--- src/rtl/pmoc_map.svh ---
// Register map, reset values, field codes and fixed exponent
`ifndef PMOC_MAP_SVH
`define PMOC_MAP_SVH
`define PMOC_OPERATION_ADDR  8'h01
`define PMOC_OPERATION_RESET 8'h00
`define PMOC_ON_OFF_ADDR     8'h02
`define PMOC_ON_OFF_RESET    8'h17
`define PMOC_VSEL_NOM        2'b00
`define PMOC_VSEL_LOW        2'b01
`define PMOC_VSEL_HIGH       2'b10
`define PMOC_MFLT_IGNORE     2'b01
`define PMOC_MFLT_ACT        2'b10
`define PMOC_FIXED_EXP       (-13)
`endif

--- src/rtl/pmoc_pkg.sv ---
// Types shared by the operation control block
package pmoc_pkg;
	typedef struct packed {
		logic       on_req;
		logic       soft_off;
		logic [1:0] vsel;
		logic [1:0] margin_flt;
		logic [1:0] unused;
	} pmoc_operation_t;

	typedef struct packed {
		logic       wr;
		logic       rd;
		logic [7:0] addr;
		logic [7:0] data;
	} pmoc_cmd_t;

	typedef enum logic [1:0] {
		PMOC_OFF,
		PMOC_RAMP_DOWN,
		PMOC_ON
	} pmoc_state_t;
endpackage

--- src/rtl/pmoc_operation_control.sv ---
// Operation byte interpreter with on/off qualification and shadow settings
`timescale 1ns/1ns
`include "pmoc_map.svh"
module pmoc_operation_control #(
	parameter int SHADOW_W = 16          // Width of after-disable setting
) (
	input  wire logic              clk_i,         // 50 MHz clock
	input  wire logic              reset_i,       // Async reset, high
	input  wire pmoc_pkg::pmoc_cmd_t cmd_i,       // Decoded command access
	input  wire logic              en_pin_i,      // Enable pin, async
	input  wire logic              ramp_done_i,   // Turn-off ramp finished
	input  wire logic [SHADOW_W-1:0] shadow_i,    // After-disable setting
	output logic [7:0]             rd_data_o,     // Read answer
	output logic                   rd_valid_o,    // Read answer strobe
	output logic                   out_en_o,      // Output enabled
	output logic                   pwm_tri_o,     // PWM held at tri-state
	output logic                   soft_off_o,    // Ramp-down in progress
	output logic [1:0]             vsel_o,        // Voltage target select
	output logic                   margin_act_o,  // Act on margin faults
	output logic [SHADOW_W-1:0]    active_cfg_o   // Active setting
);
	import pmoc_pkg::*;

	// Elaboration check: a zero-width setting cannot be held
	if (SHADOW_W < 1) begin : g_bad_width
		$error("SHADOW_W must be positive");
	end

	pmoc_operation_t op, next_op;
	logic [7:0]      cfg, next_cfg;
	logic [1:0]      en_sync;
	pmoc_state_t     state, next_state;
	logic [7:0]      next_rd_data;
	logic            next_rd_valid;
	logic [SHADOW_W-1:0] next_active;
	logic            run_req;
	logic            next_soft_off;
	logic            next_vsel_ok;
	logic [1:0]      next_vsel;
	logic            next_margin_act;
	logic            next_out_en;
	logic            next_pwm_tri;

	// Pin is asynchronous; only the second flop is read
	always_ff @(posedge clk_i or posedge reset_i) begin
		if (reset_i) begin
			en_sync <= 2'b00;
		end else begin
			en_sync <= {en_sync[0], en_pin_i};
		end
	end

	always_comb begin
		next_op = op;
		next_cfg = cfg;
		// Byte written whole, low bits forced
		if (cmd_i.wr && cmd_i.addr == `PMOC_OPERATION_ADDR) begin
			next_op = pmoc_operation_t'({cmd_i.data[7:2], 2'b00});
		end
		if (cmd_i.wr && cmd_i.addr == `PMOC_ON_OFF_ADDR) begin
			next_cfg = cmd_i.data;
		end
	end

	always_comb begin
		next_rd_valid = cmd_i.rd;
		next_rd_data = 8'h00;
		if (cmd_i.rd) begin
			case (cmd_i.addr)
				// Last written value, not live state
				`PMOC_OPERATION_ADDR: next_rd_data = op;
				`PMOC_ON_OFF_ADDR: next_rd_data = cfg;
				default: next_rd_data = 8'h00;
			endcase
		end
	end

	always_comb begin
		// Qualify on request by config and pin
		run_req = 1'b1;
		if (cfg[4]) begin
			if (cfg[3] && !op.on_req) run_req = 1'b0;
			if (cfg[2] && !en_sync[1]) run_req = 1'b0;
		end
		next_state = state;
		case (state)
			PMOC_OFF: begin
				if (run_req) next_state = PMOC_ON;
			end
			PMOC_ON: begin
				// Soft off only when bit 6 set
				if (!run_req) begin
					if (op.soft_off && !op.on_req && cfg[3])
						next_state = PMOC_RAMP_DOWN;
					else
						next_state = PMOC_OFF;
				end
			end
			PMOC_RAMP_DOWN: begin
				// Request back on aborts the ramp
				if (run_req) next_state = PMOC_ON;
				else if (ramp_done_i) next_state = PMOC_OFF;
			end
			default: next_state = PMOC_OFF;
		endcase
		// Shadow copied on entry to disabled
		next_active = active_cfg_o;
		if (state != PMOC_OFF && next_state == PMOC_OFF)
			next_active = shadow_i;
		// Immediate off tri-states PWM same edge
		next_out_en = (next_state != PMOC_OFF);
		next_pwm_tri = (next_state == PMOC_OFF);
		next_soft_off = (next_state == PMOC_RAMP_DOWN);
		next_vsel_ok = (next_op.vsel != 2'b11);
		next_vsel = next_vsel_ok ? next_op.vsel : vsel_o;
		// Only code 10 acts; unused keeps previous
		if (next_op.margin_flt == `PMOC_MFLT_ACT)
			next_margin_act = 1'b1;
		else if (next_op.margin_flt == `PMOC_MFLT_IGNORE)
			next_margin_act = 1'b0;
		else
			next_margin_act = margin_act_o;
	end

	always_ff @(posedge clk_i or posedge reset_i) begin
		if (reset_i) begin
			op <= pmoc_operation_t'(`PMOC_OPERATION_RESET);
			cfg <= `PMOC_ON_OFF_RESET;
			state <= PMOC_OFF;
			rd_data_o <= 8'h00;
			rd_valid_o <= 1'b0;
			out_en_o <= 1'b0;
			// Nothing switches before a command or the enable pin
			pwm_tri_o <= 1'b1;
			soft_off_o <= 1'b0;
			vsel_o <= `PMOC_VSEL_NOM;
			margin_act_o <= 1'b0;
			active_cfg_o <= '0;
		end else begin
			op <= next_op;
			cfg <= next_cfg;
			state <= next_state;
			rd_data_o <= next_rd_data;
			rd_valid_o <= next_rd_valid;
			out_en_o <= next_out_en;
			pwm_tri_o <= next_pwm_tri;
			soft_off_o <= next_soft_off;
			vsel_o <= next_vsel;
			margin_act_o <= next_margin_act;
			active_cfg_o <= next_active;
		end
	end
endmodule

--- config.mk ---
export PLATFORM = sky130hd
export DESIGN_NAME = pmoc_operation_control
export DESIGN_NICKNAME = d
export VERILOG_FILES = /design/src/rtl/pmoc_pkg.sv /design/src/rtl/pmoc_operation_control.sv
export VERILOG_INCLUDE_DIRS = /design/src /design/src/rtl
export SDC_FILE = /design/constraint.sdc
export NUM_CORES = 1
export LEC_CHECK = 0
export BUFFER_PORTS_ARGS = -buffer_cell sky130_fd_sc_hd__buf_2
export CAP_MARGIN = 20
export CORE_ASPECT_RATIO = 0.75
export CORE_MARGIN = 5
export CORE_UTILIZATION = 55
export CTS_BUF_LIST = sky130_fd_sc_hd__clkbuf_4
export DETAILED_ROUTE_END_ITERATION = 16
export PLACE_DENSITY = 0.87
export SLEW_MARGIN = 20
export SYNTH_ARGS = -nofsm -noshare
export SYNTH_HDL_FRONTEND = slang
export SYNTH_SLANG_ARGS = --single-unit
--- constraint.sdc ---
create_clock -name clk_i -period 4.05 [get_ports clk_i]
set_clock_uncertainty 0.1 [all_clocks]
set_input_delay 0.405 -clock clk_i [delete_from_list [all_inputs] [get_ports clk_i]]
set_output_delay 0.405 -clock clk_i [all_outputs]
set_load 0.05 [all_outputs]
**After elaboration in Yosys (flattened, before gate mapping)**

Index checks and enable logic that the tools add are counted.

- Mux-type cells: 14
- Eq/ne operators: 8
- Reduce and logical (&&, ||, !) cells: 14

Operator list:

| operator | number |
|---|---|
| 8-bit one-hot mux with 2 select lines | 1 |
| 8-bit by 1-bit equality test with 1-bit output (second input constant) | 1 |
| 8-bit by 2-bit equality test with 1-bit output (second input constant) | 1 |
| 2-bit two-way mux | 4 |
| 8-bit two-way mux | 1 |
| 1-bit logical AND | 7 |
| 2-bit by 1-bit equality test with 1-bit output (second input constant) | 3 |
| 1-bit two-way mux | 6 |
| 6-bit two-way mux | 1 |
| 2-bit one-hot mux with 3 select lines | 1 |
| 2-bit nonzero test | 3 |
| 2-bit equality test (second input constant) | 2 |
| 2-bit zero test | 2 |
| 1-bit zero test | 2 |
| 2-bit inequality test (second input constant) | 1 |

- Input bits: 38
- Output and inout bits: 31
- Logic and storage cells: 51
- Register bits: 49

**Logic depth before layout (Yosys ltp)**

Gate-level depths: netlist of the first run.

- Word-level depth: 9
- Depth in mapped cells: 5
- Gate-level depth less buffers: 5

**Worst setup path after synthesis of the first run**

No wires, ideal clock.

- Path type: input to register
- Start: input port cmd_i[11] (netlist bit)
- End: register margin_act_o
- Library setup time: 0.125 ns
- Path slack: 1.945 ns
- Buffers on the path: 0
- Cell stages on the path: 5
- Arrival: 1.881 ns
- Required time: 3.825 ns
- Cells stage by stage: nor4_4 > nand4_4 > mux2_2 > ha_1 > mux2_2

RTL lines:

| what | RTL line | text |
|---|---|---|
| from (decl) | pmoc_operation_control.sv:9 | `input wire pmoc_pkg::pmoc_cmd_t cmd_i,` |
| to (signal assigned) | pmoc_operation_control.sv:149 | `margin_act_o <= next_margin_act;` |
| to (decl) | pmoc_operation_control.sv:19 | `output logic margin_act_o,` |

**Worst setup path in the final report of the first run**

- Start: register cfg[2]
- End: register active_cfg_o[4]

- Longest elaborated chain between the ends: 7
- Elaborated cells between the ends (all ways): 9
- Those cells by class: 6 x mux; 3 x reduce/logical

Ends and longest elaborated chain:

| what | RTL line | text |
|---|---|---|
| from (decl) | pmoc_operation_control.sv:30 | `logic [7:0] cfg, next_cfg;` |
| from (signal assigned) | pmoc_operation_control.sv:128 | `` cfg <= `PMOC_ON_OFF_RESET; `` |
| from (signal assigned) | pmoc_operation_control.sv:141 | `cfg <= next_cfg;` |
| 1-bit logical AND * | pmoc_operation_control.sv:83 | `if (cfg[2] && !en_sync[1]) run_req = 1'b0;` |
| 1-bit two-way mux * | pmoc_operation_control.sv:83 |  |
| 1-bit two-way mux * | pmoc_operation_control.sv:81 | `if (cfg[4]) begin` |
| 2-bit two-way mux (on tied branches) | pmoc_operation_control.sv:101, pmoc_operation_control.sv:88, pmoc_operation_control.sv:92 |  |
| 2-bit one-hot mux with 3 select lines * | pmoc_operation_control.sv:86 | `case (state)` |
| 2-bit zero test * | pmoc_operation_control.sv:108 | `if (state != PMOC_OFF && next_state == PMOC_OFF)` |
| 1-bit logical AND * | pmoc_operation_control.sv:108 |  |
| to (signal assigned) | pmoc_operation_control.sv:150 | `active_cfg_o <= next_active;` |
| to (decl) | pmoc_operation_control.sv:20 | `output logic [SHADOW_W-1:0] active_cfg_o` |

Every way passes the cells marked *; elsewhere a longest branch is shown, timed or not.
A chain may end at the register's enable or synchronous reset.

==> results of run 1 <==
==> cell families after synthesis <==
kind of cell | after synthesis | synth area share [%]
flip-flops | 49 | 63.8
multiplexers | 31 | 18.4
AND/OR/NAND/NOR | 22 | 9.40
AO/OA/AOI/OAI | 13 | 6.35
buffers and inverters | 5 | 1.36
adder cells (fa/ha/maj) | 1 | 0.648
==> worst max-delay path, delay by kind of cell (launching register included) <==
kind	cells	cell delay (ns)
AOI/OAI and AO/OA	2	0.62
muxes	1	0.40
DFF	1	0.56
and+or+nand+nor	1	0.25
==> cell usage after synthesis (all sizes together) <==
cell / n / share of area (%)
dfrtp: 44 / 57
mux2: 30 / 18
a22o: 6 / 2.7
dfstp: 5 / 6.8
inv: 4 / 0.78
nor2b: 4 / 1.4
and2: 3 / 0.97
nand2: 3 / 0.58
nor2: 3 / 0.58
a21boi: 2 / 0.78
a21oi: 2 / 0.52
nand4: 2 / 1.7
nor3b: 2 / 1.3
buf: 1 / 0.58
ha: 1 / 0.65
mux2i: 1 / 0.52
nand3: 1 / 0.52
nand3b: 1 / 0.39
nor4: 1 / 1.1
o2111ai: 1 / 0.78
o211ai: 1 / 1.1
o21ai: 1 / 0.45
or2: 1 / 0.32
or3b: 1 / 0.45
==> worst max path at each step <==
stage	start	to	slack, ns	depth (start not counted)
floorplan	cmd_i[11]	margin_act_o	1.94	5
global placement	cmd_i[11]	margin_act_o	1.77	6
detailed placement	cmd_i[11]	margin_act_o	1.70	6
CTS	cfg[2]	active_cfg_o[4]	2.00	4
global route	cfg[2]	active_cfg_o[4]	1.91	4
finish	cfg[2]	active_cfg_o[4]	2.03	4
==> registers in the layout (all words and copies together), names as in the netlist <==
signal and cells:
cfg 8, vsel_o 2, margin_act_o 1, rd_data_o 8
state 2, out_en_o 1, en_sync 2, soft_off_o 1
rd_valid_o 1, pwm_tri_o 1, op 6, active_cfg_o 16
==> final cells by class <==
class	count	area [µm²]	share of cell area [%]
clock buffers	6	45.0	1.88
clock inverters	2	38.8	1.62
inverters	4	16.3	0.679
multi-input cells	67	672	28.1
flip-flops and latches	49	1230	51.5
well taps	40	50.0	2.09
repair buffers	68	340	14.2
==> routing by layer <==
layer / vias up / wire length, µm
li1: 580 / -
met1: 600 / 1550
met2: 57 / 1660
met3: 3 / 336
met4: 0 / 14
met5: - / 0
==> power by group <==
group / internal, µW / leakage, µW / switching (µW)
clock: 138 / 0.0000459 / 148
sequential: 509 / 0.000610 / 8.98
combinational: 35.8 / 0.000551 / 70.2
total: 683 / 0.00121 / 228
==> metrics by stage <==
| stage | hold slack (ns) | instance area, µm² | worst slack (ns) | util [%] | instances |
|---|---|---|---|---|---|
| 2_1_floorplan | 0.231 | 1930 | 1.94 | - | 121 |
| 3_3_place_gp | 0.234 | 2310 | 1.77 | 69.3 | 228 |
| 3_5_place_dp | 0.235 | 2310 | 1.70 | 69.3 | 228 |
| 4_1_cts | 0.0380 | 2390 | 2.00 | 71.8 | 236 |
| 5_1_grt | 0.0295 | 2390 | 1.91 | 71.8 | 236 |
| 6_report | 0.0568 | 2390 | 2.03 | 71.8 | 236 |
==> metrics.txt, run 1 <==
# TYPE chip_impl_metric gauge
chip_impl_info{name="outcome",value="complete, no violations"} 1
chip_impl_metric{name="post_cts.resized_instances",unit=""} 0
chip_impl_metric{name="routed_wirelength",unit="µm"} 3560
chip_impl_info{name="setup_repair_after_global_routing_missed_its_margin",value="no"} 1
chip_impl_metric{name="rows",unit=""} 18
chip_impl_metric{name="floorplan.io_pins",unit=""} 69
chip_impl_metric{name="cts_hold_buf",unit=""} 0
chip_impl_metric{name="finalWeightedCongestion",unit=""} 0.792
chip_impl_info{name="critPathLaunchType",value="register"} 1
chip_impl_metric{name="grt.total_usage",unit="%"} 16.1
chip_impl_metric{name="syn_area_per_cell",unit="µm²"} 16.0
chip_impl_metric{name="tns",unit="ns"} 0
chip_impl_metric{name="nFillCells",unit=""} 250
chip_impl_metric{name="die_height",unit="µm"} 61.3
chip_impl_metric{name="drt-pass1-iter-count",unit=""} 4
chip_impl_metric{name="synth_area",unit="µm²"} 1930
chip_impl_metric{name="min_period_over_period",unit="%"} 50.0
chip_impl_metric{name="avgViaCountPerCell",unit=""} 5.25
chip_impl_metric{name="clock_sinks",unit=""} 49
chip_impl_metric{name="max-slew-margin-rel",unit="%"} 46.6
chip_impl_metric{name="placement.io_buffers",unit=""} 68
chip_impl_metric{name="yosysWarnings",unit=""} 0
chip_impl_metric{name="clk_pin_slew",unit="ns"} 0.14
chip_impl_metric{name="finalMaxSlewViolations",unit=""} 0
chip_impl_metric{name="via_count",unit=""} 1240
chip_impl_metric{name="critical_path.max_stage_delay",unit="ns"} 0.56
chip_impl_info{name="worst-setup-path-type",value="reg2reg"} 1
chip_impl_metric{name="vdd_drop_max",unit="V"} 0.000280
chip_impl_metric{name="drv_cap",unit=""} 0
chip_impl_info{name="cell_breakdown_of_the_critical_path",value="nor2b_1 > o21ai_2 > o211ai_4 > mux2_2"} 1
chip_impl_metric{name="post_cts_buffers",unit=""} 0
chip_impl_metric{name="dieWidth",unit="µm"} 78.4
chip_impl_metric{name="worst-slew-pin-transition",unit="ns"} 0.801
chip_impl_metric{name="layout-drive-gt1-share",unit="%"} 59.2
chip_impl_metric{name="number_of_buffers_on_the_longest_clock_path",unit=""} 2
chip_impl_metric{name="final_period_minus_worst_setup_slack",unit="ns"} 2.02
chip_impl_metric{name="antenna_cells",unit=""} 0
chip_impl_metric{name="drt-wirelength-per-cell",unit="µm"} 15.1
chip_impl_metric{name="fp.dieArea",unit="µm²"} 4810
chip_impl_metric{name="hpwlAfterDp",unit="µm"} 2780
chip_impl_metric{name="yosysUniqueCellTypes",unit=""} 28
chip_impl_info{name="cts-root-buf",value="clkbuf_4"} 1
chip_impl_metric{name="largest_net_degree_at_the_start_of_global_routing",unit=""} 50
chip_impl_info{name="cts_tree",value="done"} 1
chip_impl_metric{name="route.antenna.remaining_nets",unit=""} 0
chip_impl_metric{name="area_delta_synth_final",unit="%"} 24.0
chip_impl_metric{name="initial_utilization",unit="%"} 57.9
chip_impl_metric{name="h-tree-depth",unit=""} 2
chip_impl_metric{name="area_of_the_core",unit="µm²"} 3330
chip_impl_metric{name="synth-seq-cells",unit=""} 49
chip_impl_metric{name="dr_drc_count",unit=""} 0
chip_impl_metric{name="power.density",unit="nW/µm²"} 380
chip_impl_metric{name="grt_overflow_total",unit=""} 0
chip_impl_metric{name="report.final.setup_viol",unit=""} 0
chip_impl_metric{name="first_global_vias",unit=""} 1310
chip_impl_metric{name="synth_cells",unit=""} 121
chip_impl_metric{name="finalHoldViolCount",unit=""} 0
chip_impl_info{name="rr_endpoint",value="active_cfg_o[4]"} 1
chip_impl_metric{name="cts-buffers-inserted",unit=""} 5
chip_impl_metric{name="drt_first_iter_violations",unit=""} 65
chip_impl_metric{name="finalPower",unit="µW"} 911
chip_impl_info{name="worst_path_max_delay_cell",value="dfstp_2"} 1
chip_impl_metric{name="fraction_of_met2_tracks_used_by_global_routing",unit="%"} 27.7
chip_impl_metric{name="worst-endpoint-arrival",unit="ns"} 2.18
chip_impl_metric{name="ys_seq_area_share",unit="%"} 63.8
chip_impl_metric{name="clk_latency_worst_skew_pair",unit="ns"} 0.35
chip_impl_metric{name="mappedNetlistNets",unit=""} 160
chip_impl_info{name="cp-end-kind",value="register"} 1
chip_impl_info{name="layout_commonest_cell",value="buf_2"} 1
chip_impl_metric{name="crit_required",unit="ns"} 4.20
chip_impl_info{name="hold_path.class",value="in2async"} 1
chip_impl_metric{name="worst_case_reg_to_reg_path_depth",unit=""} 4
chip_impl_metric{name="timing.critical_path.fanout_max",unit=""} 16
chip_impl_metric{name="grt_use_met3",unit="%"} 6.29
chip_impl_metric{name="grtUsageMet1",unit="%"} 19.8
chip_impl_metric{name="final_nets",unit=""} 234
chip_impl_metric{name="antenna_found_initial",unit=""} 0
chip_impl_info{name="reg2reg_start",value="cfg[2]"} 1
chip_impl_metric{name="fmax",unit="MHz"} 494
chip_impl_metric{name="reg2reg_setup_slack",unit="ns"} 2.03
chip_impl_metric{name="grt_pass1_wl",unit="µm"} 5930
chip_impl_metric{name="power.leakage",unit="µW"} 0.00121
chip_impl_info{name="globalRoute.busiestLayer",value="met2"} 1
chip_impl_info{name="mostFrequentLayoutCells",value="68 x buf_2, 44 x dfrtp_1, 21 x mux2_2"} 1
(Power assumes the default switching activity.)
==> run 2, diff against run 1 <==
- CORE_UTILIZATION: 55 -> 51
- PLACE_DENSITY: 0.87 -> 0.82
- clock period: 4.05 -> 2.1 ns (I/O delays scaled with it)
==> metrics.txt, run 2 (synthesis gave the netlist of run 1 again) <==
# TYPE chip_impl_metric gauge
chip_impl_info{name="outcome",value="complete, no violations"} 1
chip_impl_metric{name="drv_cap",unit=""} 0
chip_impl_metric{name="fmax",unit="MHz"} 531
chip_impl_metric{name="drt_first_iter_violations",unit=""} 33
chip_impl_metric{name="routed_wirelength",unit="µm"} 4110
chip_impl_metric{name="critical_path.max_stage_delay",unit="ns"} 0.56
chip_impl_metric{name="power_frac_seq",unit="%"} 59.4
chip_impl_metric{name="clock_sinks",unit=""} 49
chip_impl_metric{name="via_count",unit=""} 1367
chip_impl_info{name="cell_breakdown_of_the_critical_path",value="nor2b_1 > o21ai_2 > o211ai_4 > buf_12 > mux2_2"} 1
chip_impl_metric{name="internal_power",unit="µW"} 1260
chip_impl_metric{name="route.antenna.remaining_nets",unit=""} 0
chip_impl_metric{name="fp.dieArea",unit="µm²"} 5130
chip_impl_metric{name="h-tree-depth",unit=""} 2
chip_impl_metric{name="min_period_over_period",unit="%"} 89.8
chip_impl_info{name="cts_tree",value="done"} 1
chip_impl_info{name="reg_with_most_ffs",value="active_cfg_o"} 1
chip_impl_metric{name="area_delta_synth_final",unit="%"} 39.6
chip_impl_metric{name="final_critical_path_setup_slack",unit="ns"} 0.215
chip_impl_info{name="worst-setup-path-type",value="reg2reg"} 1
chip_impl_metric{name="rows",unit=""} 19
chip_impl_info{name="hold_path.class",value="in2reg"} 1
chip_impl_metric{name="number_of_buffers_on_the_longest_clock_path",unit=""} 2
chip_impl_metric{name="drt-wirelength-per-cell",unit="µm"} 14.7
chip_impl_metric{name="max_ffs_per_register",unit=""} 16
chip_impl_metric{name="place_worst_setup_slack",unit="ns"} -0.0204
chip_impl_metric{name="crit_required",unit="ns"} 2.24
chip_impl_metric{name="clk_latency_worst_skew_pair",unit="ns"} 0.35
chip_impl_metric{name="area_of_the_core",unit="µm²"} 3660
chip_impl_metric{name="clk_pin_slew",unit="ns"} 0.13
chip_impl_metric{name="largest_net_degree_at_the_start_of_global_routing",unit=""} 26
chip_impl_info{name="critPathLaunchType",value="register"} 1
chip_impl_info{name="worst_path_dominant_cell_family",value="flip-flops"} 1
chip_impl_metric{name="post_cts_buffers",unit=""} 0
chip_impl_metric{name="antenna_cells",unit=""} 0
chip_impl_info{name="setup_repair_after_global_routing_missed_its_margin",value="no"} 1
chip_impl_metric{name="reg2reg_setup_slack",unit="ns"} 0.21
chip_impl_metric{name="report.final.setup_viol",unit=""} 0
chip_impl_metric{name="max-slew-margin-rel",unit="%"} 63.5
chip_impl_metric{name="power.switching",unit="µW"} 427
chip_impl_metric{name="power.switching_fraction",unit="%"} 25.3
chip_impl_metric{name="initial_utilization",unit="%"} 52.7
chip_impl_metric{name="worst-slew-pin-transition",unit="ns"} 0.545
chip_impl_info{name="layout_commonest_cell",value="buf_2"} 1
chip_impl_metric{name="layout.area.seq",unit="µm²"} 1230
chip_impl_metric{name="combinationalPowerShare",unit="%"} 14.7
chip_impl_metric{name="floorplan.io_pins",unit=""} 69
chip_impl_metric{name="worst-path-buf-inv",unit=""} 1
chip_impl_metric{name="avgViaCountPerCell",unit=""} 4.90
chip_impl_metric{name="p_clk_share",unit="%"} 25.9
chip_impl_metric{name="final_period_minus_worst_setup_slack",unit="ns"} 1.89
chip_impl_info{name="cts-root-buf",value="clkbuf_4"} 1
chip_impl_metric{name="dr_drc_count",unit=""} 0
chip_impl_metric{name="antenna_found_initial",unit=""} 0
chip_impl_metric{name="dieWidth",unit="µm"} 81.0
chip_impl_metric{name="timing.critical_path.fanout_max",unit=""} 16
chip_impl_metric{name="placement.io_buffers",unit=""} 68
chip_impl_metric{name="worst-endpoint-arrival",unit="ns"} 2.03
chip_impl_metric{name="post_cts.resized_instances",unit=""} 0
chip_impl_metric{name="die_height",unit="µm"} 63.3
chip_impl_metric{name="utilization",unit="%"} 73.6
chip_impl_info{name="largest_registers",value="active_cfg_o x16, cfg x8, rd_data_o x8"} 1
chip_impl_metric{name="cts-buffers-inserted",unit=""} 5
chip_impl_metric{name="final_nets",unit=""} 265
chip_impl_metric{name="power.leakage",unit="µW"} 0.00133
chip_impl_info{name="mostFrequentLayoutCells",value="68 x buf_2, 44 x dfrtp_1, 26 x dlygate4sd3_1"} 1
chip_impl_metric{name="multiInputGateArea",unit="µm²"} 672
chip_impl_metric{name="hpwlAfterDp",unit="µm"} 3030
chip_impl_metric{name="grt_pass1_wl",unit="µm"} 6730
chip_impl_metric{name="nFillCells",unit=""} 260
chip_impl_metric{name="grt.total_usage",unit="%"} 17.2
chip_impl_metric{name="vdd_drop_max",unit="V"} 0.000493
chip_impl_info{name="worst_path_max_delay_cell",value="dfstp_2"} 1
chip_impl_metric{name="first_global_vias",unit=""} 1492
chip_impl_metric{name="power.density",unit="nW/µm²"} 626
chip_impl_metric{name="layout-drive-gt1-share",unit="%"} 53.3
chip_impl_info{name="cp-end-kind",value="register"} 1
chip_impl_metric{name="finalHoldViolCount",unit=""} 0
chip_impl_metric{name="grt_overflow_total",unit=""} 0
chip_impl_metric{name="finalWeightedCongestion",unit=""} 0.749
chip_impl_metric{name="drt-pass1-iter-count",unit=""} 4
chip_impl_metric{name="finalMaxSlewViolations",unit=""} 0
## run 2: changes by cell type in the layout (fill, tap and decap cells not counted)
cell	before	now
clkinv_2	1	0
inv_2	0	1
clkbuf_4	6	8
buf_4	0	4
clkinv_4	1	0
buf_12	0	1
dlygate4sd3_1	0	26
bufinv_16	1	0
## run 2: final cells by class
| cell class | count | share of cell area, % |
|---|---|---|
| sequential | 49 | 45.7 |
| multi-input combinational | 67 | 24.9 |
| timing repair buffer | 99 | 24.1 |
| tap | 52 | 2.41 |
| clock buffer | 8 | 2.23 |
| inverter | 4 | 0.557 |
## run 2: per-layer routing
layer,track usage [%],wire [µm],part of all wire (%),vias up
li1,-,-,-,640
met1,18.8,1620,39,690
met2,31.0,2260,55,30
met3,4.84,161,3.9,7
met4,6.96,62,1.5,0
met5,0,0,0,-
## run 2: worst register-to-register path, stage by stage, from the launching register on
cell	delay (ns)
dfstp_2	0.56
nor2b_1	0.24
o21ai_2	0.13
o211ai_4	0.21
buf_12	0.17
mux2_2	0.36
## run 2: what timing repair did
| item | 4_1_cts | 5_1_grt |
|---|---|---|
| hold endpoints to repair | 43 | 4 |
| endpoints found under the setup margin | 0 | 0 |
| hold buffers | 24 | 2 |
## run 2: stage by stage
stage | cells | total power, µW | setup TNS, ns | hold WS [ns] | cell area, µm²
after floorplan | 121 | 1150 | 0 | 0.141 | 1930
after global placement | 245 | 1220 | 0 | 0.149 | 2370
after detailed placement | 245 | 1230 | -0.0204 | 0.165 | 2370
after CTS | 277 | 1700 | 0 | 0.00412 | 2680
after global routing | 279 | 1770 | 0 | 0.00344 | 2700
final | 279 | 1690 | 0 | 0.0171 | 2700
## run 2: path summary, 6_finish.rpt
path                                  from         endpoint  depth (start not counted)
worst max-delay path                cfg[2]  active_cfg_o[4]                          5
worst min-delay path              cmd_i[2]            op[2]                          3
worst max register to register      cfg[2]  active_cfg_o[4]                          5
worst min register to register  en_sync[0]       en_sync[1]                          0
max in group asynchronous          reset_i        pwm_tri_o                          4
min in group asynchronous          reset_i            op[6]                          3
## run 2: power by group through the flow
stage / clock network [µW] / logic, µW / registers, µW
floorplan: 0 / 57.6 / 1090
global placement: 0 / 204 / 1020
detailed placement: 0 / 212 / 1020
CTS: 451 / 247 / 1000
global route: 502 / 265 / 1010
finish: 437 / 248 / 1000
==> run 3, diff against run 2 <==
- CORE_MARGIN: 5 -> not set
==> metrics.txt, run 3 (synthesis gave the netlist of run 1 again) <==
# TYPE chip_impl_metric gauge
chip_impl_info{name="worst-setup-path-type",value="reg2reg"} 1
chip_impl_metric{name="cts_hold_buf",unit=""} 27
chip_impl_metric{name="max_ffs_per_register",unit=""} 16
chip_impl_metric{name="dp.cells",unit=""} 243
chip_impl_info{name="layout_commonest_cell",value="buf_2"} 1
chip_impl_metric{name="first_global_vias",unit=""} 1526
chip_impl_metric{name="fmax",unit="MHz"} 534
chip_impl_metric{name="clk_pin_slew",unit="ns"} 0.15
chip_impl_metric{name="number_of_buffers_on_the_longest_clock_path",unit=""} 2
chip_impl_metric{name="final_nets",unit=""} 266
chip_impl_info{name="outcome",value="complete, no violations"} 1
chip_impl_metric{name="drv_cap",unit=""} 0
chip_impl_info{name="setup_repair_after_global_routing_missed_its_margin",value="no"} 1
chip_impl_metric{name="drt-wirelength-per-cell",unit="µm"} 16.1
chip_impl_metric{name="power.switching_fraction",unit="%"} 27.3
chip_impl_info{name="rr_endpoint",value="active_cfg_o[9]"} 1
chip_impl_metric{name="dieWidth",unit="µm"} 73.0
chip_impl_metric{name="initial_utilization",unit="%"} 56.0
chip_impl_metric{name="vdd_drop_max",unit="V"} 0.000533
chip_impl_info{name="largest_registers",value="active_cfg_o x16, cfg x8, rd_data_o x8"} 1
chip_impl_metric{name="placement.io_buffers",unit=""} 68
chip_impl_metric{name="worst-slew-pin-transition",unit="ns"} 0.865
chip_impl_metric{name="hpwlAfterDp",unit="µm"} 2980
chip_impl_metric{name="worst_case_reg_to_reg_path_depth",unit=""} 5
chip_impl_metric{name="final-instance-count-excl-fill",unit=""} 278
chip_impl_metric{name="finalHoldViolCount",unit=""} 0
chip_impl_info{name="hold_path.class",value="in2reg"} 1
chip_impl_info{name="cts-root-buf",value="clkbuf_4"} 1
chip_impl_metric{name="die_height",unit="µm"} 55.3
chip_impl_metric{name="post_cts.resized_instances",unit=""} 0
chip_impl_metric{name="nFillCells",unit=""} 225
chip_impl_metric{name="min_period_over_period",unit="%"} 89.1
chip_impl_metric{name="antenna_found_initial",unit=""} 0
chip_impl_info{name="reg2reg_start",value="cfg[2]"} 1
chip_impl_metric{name="finalPower",unit="µW"} 1690
chip_impl_metric{name="dr_drc_count",unit=""} 0
chip_impl_metric{name="clock_sinks",unit=""} 49
chip_impl_metric{name="worst-endpoint-arrival",unit="ns"} 2.02
chip_impl_metric{name="critical_path.max_stage_delay",unit="ns"} 0.56
chip_impl_metric{name="power.density",unit="nW/µm²"} 626
chip_impl_metric{name="largest_net_degree_at_the_start_of_global_routing",unit=""} 43
chip_impl_metric{name="combinationalPowerShare",unit="%"} 15.0
chip_impl_metric{name="p_clk_share",unit="%"} 25.7
chip_impl_metric{name="clk_latency_worst_skew_pair",unit="ns"} 0.37
chip_impl_metric{name="cts-buffers-inserted",unit=""} 5
chip_impl_metric{name="power_frac_seq",unit="%"} 59.3
chip_impl_metric{name="layout-drive-gt1-share",unit="%"} 52.6
chip_impl_metric{name="route.antenna.remaining_nets",unit=""} 0
chip_impl_metric{name="grt.total_usage",unit="%"} 24.4
chip_impl_metric{name="area_delta_synth_final",unit="%"} 39.8
chip_impl_metric{name="drt_first_iter_violations",unit=""} 60
chip_impl_metric{name="grt_pass1_wl",unit="µm"} 7160
chip_impl_info{name="critPathLaunchType",value="register"} 1
chip_impl_metric{name="internal_power",unit="µW"} 1230
chip_impl_metric{name="avgViaCountPerCell",unit=""} 4.99
chip_impl_metric{name="h-tree-depth",unit=""} 2
chip_impl_metric{name="fin_hold_ws",unit="ns"} 0.0216
chip_impl_metric{name="crit_required",unit="ns"} 2.25
chip_impl_metric{name="rows",unit=""} 18
chip_impl_metric{name="report.final.setup_viol",unit=""} 0
chip_impl_metric{name="fp.dieArea",unit="µm²"} 4040
chip_impl_metric{name="post_cts_buffers",unit=""} 0
chip_impl_info{name="cts_tree",value="done"} 1
chip_impl_info{name="hp-start",value="ramp_done_i"} 1
chip_impl_metric{name="power.switching",unit="µW"} 461
chip_impl_metric{name="drt-pass1-iter-count",unit=""} 4
chip_impl_metric{name="max-slew-margin-rel",unit="%"} 42.2
chip_impl_info{name="mostFrequentLayoutCells",value="68 x buf_2, 44 x dfrtp_1, 27 x dlygate4sd3_1"} 1
chip_impl_metric{name="grt_overflow_total",unit=""} 0
chip_impl_metric{name="power.leakage",unit="µW"} 0.00133
chip_impl_metric{name="floorplan.io_pins",unit=""} 69
chip_impl_metric{name="antenna_cells",unit=""} 0
chip_impl_metric{name="final_period_minus_worst_setup_slack",unit="ns"} 1.87
chip_impl_metric{name="finalMaxSlewViolations",unit=""} 0
chip_impl_info{name="cp-end-kind",value="register"} 1
chip_impl_metric{name="routed_wirelength",unit="µm"} 4460
chip_impl_info{name="whs_endpoint",value="soft_off_o"} 1
chip_impl_metric{name="reg2reg_setup_slack",unit="ns"} 0.23
chip_impl_metric{name="via_count",unit=""} 1386
chip_impl_metric{name="area_of_the_core",unit="µm²"} 3450
chip_impl_metric{name="utilization",unit="%"} 78.3
chip_impl_metric{name="timing.critical_path.fanout_max",unit=""} 16
chip_impl_info{name="cell_breakdown_of_the_critical_path",value="nor2b_1 > o21ai_2 > o211ai_4 > buf_12 > mux2_2"} 1
chip_impl_info{name="worst_path_max_delay_cell",value="dfstp_2"} 1
chip_impl_info{name="reg_with_most_ffs",value="active_cfg_o"} 1
chip_impl_metric{name="finalWeightedCongestion",unit=""} 0.740
chip_impl_metric{name="hold_path_depth",unit=""} 4
==> run 3: worst max-delay path by stage <==
stage | start | end | slack [ns] | cells past startpoint
3_3_place_gp | cmd_i[11] | margin_act_o | 0.06 | 6
5_1_grt | cfg[2] | active_cfg_o[9] | 0.10 | 5
4_1_cts | cfg[2] | active_cfg_o[9] | 0.22 | 5
6_report | cfg[2] | active_cfg_o[9] | 0.23 | 5
2_1_floorplan | cmd_i[11] | margin_act_o | 0.19 | 5
3_5_place_dp | cmd_i[11] | margin_act_o | -0.03 | 6
==> run 3: worst max-delay path, delay by kind of cell (launching register included) <==
kind            cells  cell delay (ns)
buf+inv             1             0.18
simple gates        1             0.24
mux                 1             0.34
flops               1             0.56
compound gates      2             0.34
==> run 3: through the flow <==
stage	setup WS, ns	TNS (ns)	cell area, µm²
2_1_floorplan	0.190	0	1930
3_3_place_gp	0.0564	0	2370
3_5_place_dp	-0.0258	-0.0258	2370
4_1_cts	0.225	0	2700
5_1_grt	0.103	0	2700
6_report	0.229	0	2700
==> run 3: routing by layer <==
metal / up-vias / track usage, % / part of all wire [%]
li1: 648 / - / -
met1: 689 / 26.6 / 39
met2: 39 / 45.1 / 56
met3: 10 / 5.11 / 3.6
met4: 0 / 10.1 / 2.0
met5: - / 0 / 0
==> run 3: cell type report <==
| type | instances | area, µm² | area share, % |
|---|---|---|---|
| Sequential cell | 49 | 1230 | 45.7 |
| Timing Repair Buffer | 100 | 661 | 24.5 |
| Tap cell | 50 | 62.6 | 2.32 |
| Clock inverter | 2 | 11.3 | 0.417 |
| Clock buffer | 6 | 45.0 | 1.67 |
| Multi-Input combinational cell | 67 | 672 | 24.9 |
| Inverter | 4 | 15.0 | 0.556 |
==> run 3: power by group through the flow <==
stage | logic, µW | registers (µW) | clock network, µW
global placement | 204 | 1020 | 0
global route | 270 | 1010 | 482
finish | 253 | 1000 | 434
floorplan | 57.6 | 1090 | 0
detailed placement | 213 | 1020 | 0
CTS | 253 | 1000 | 441
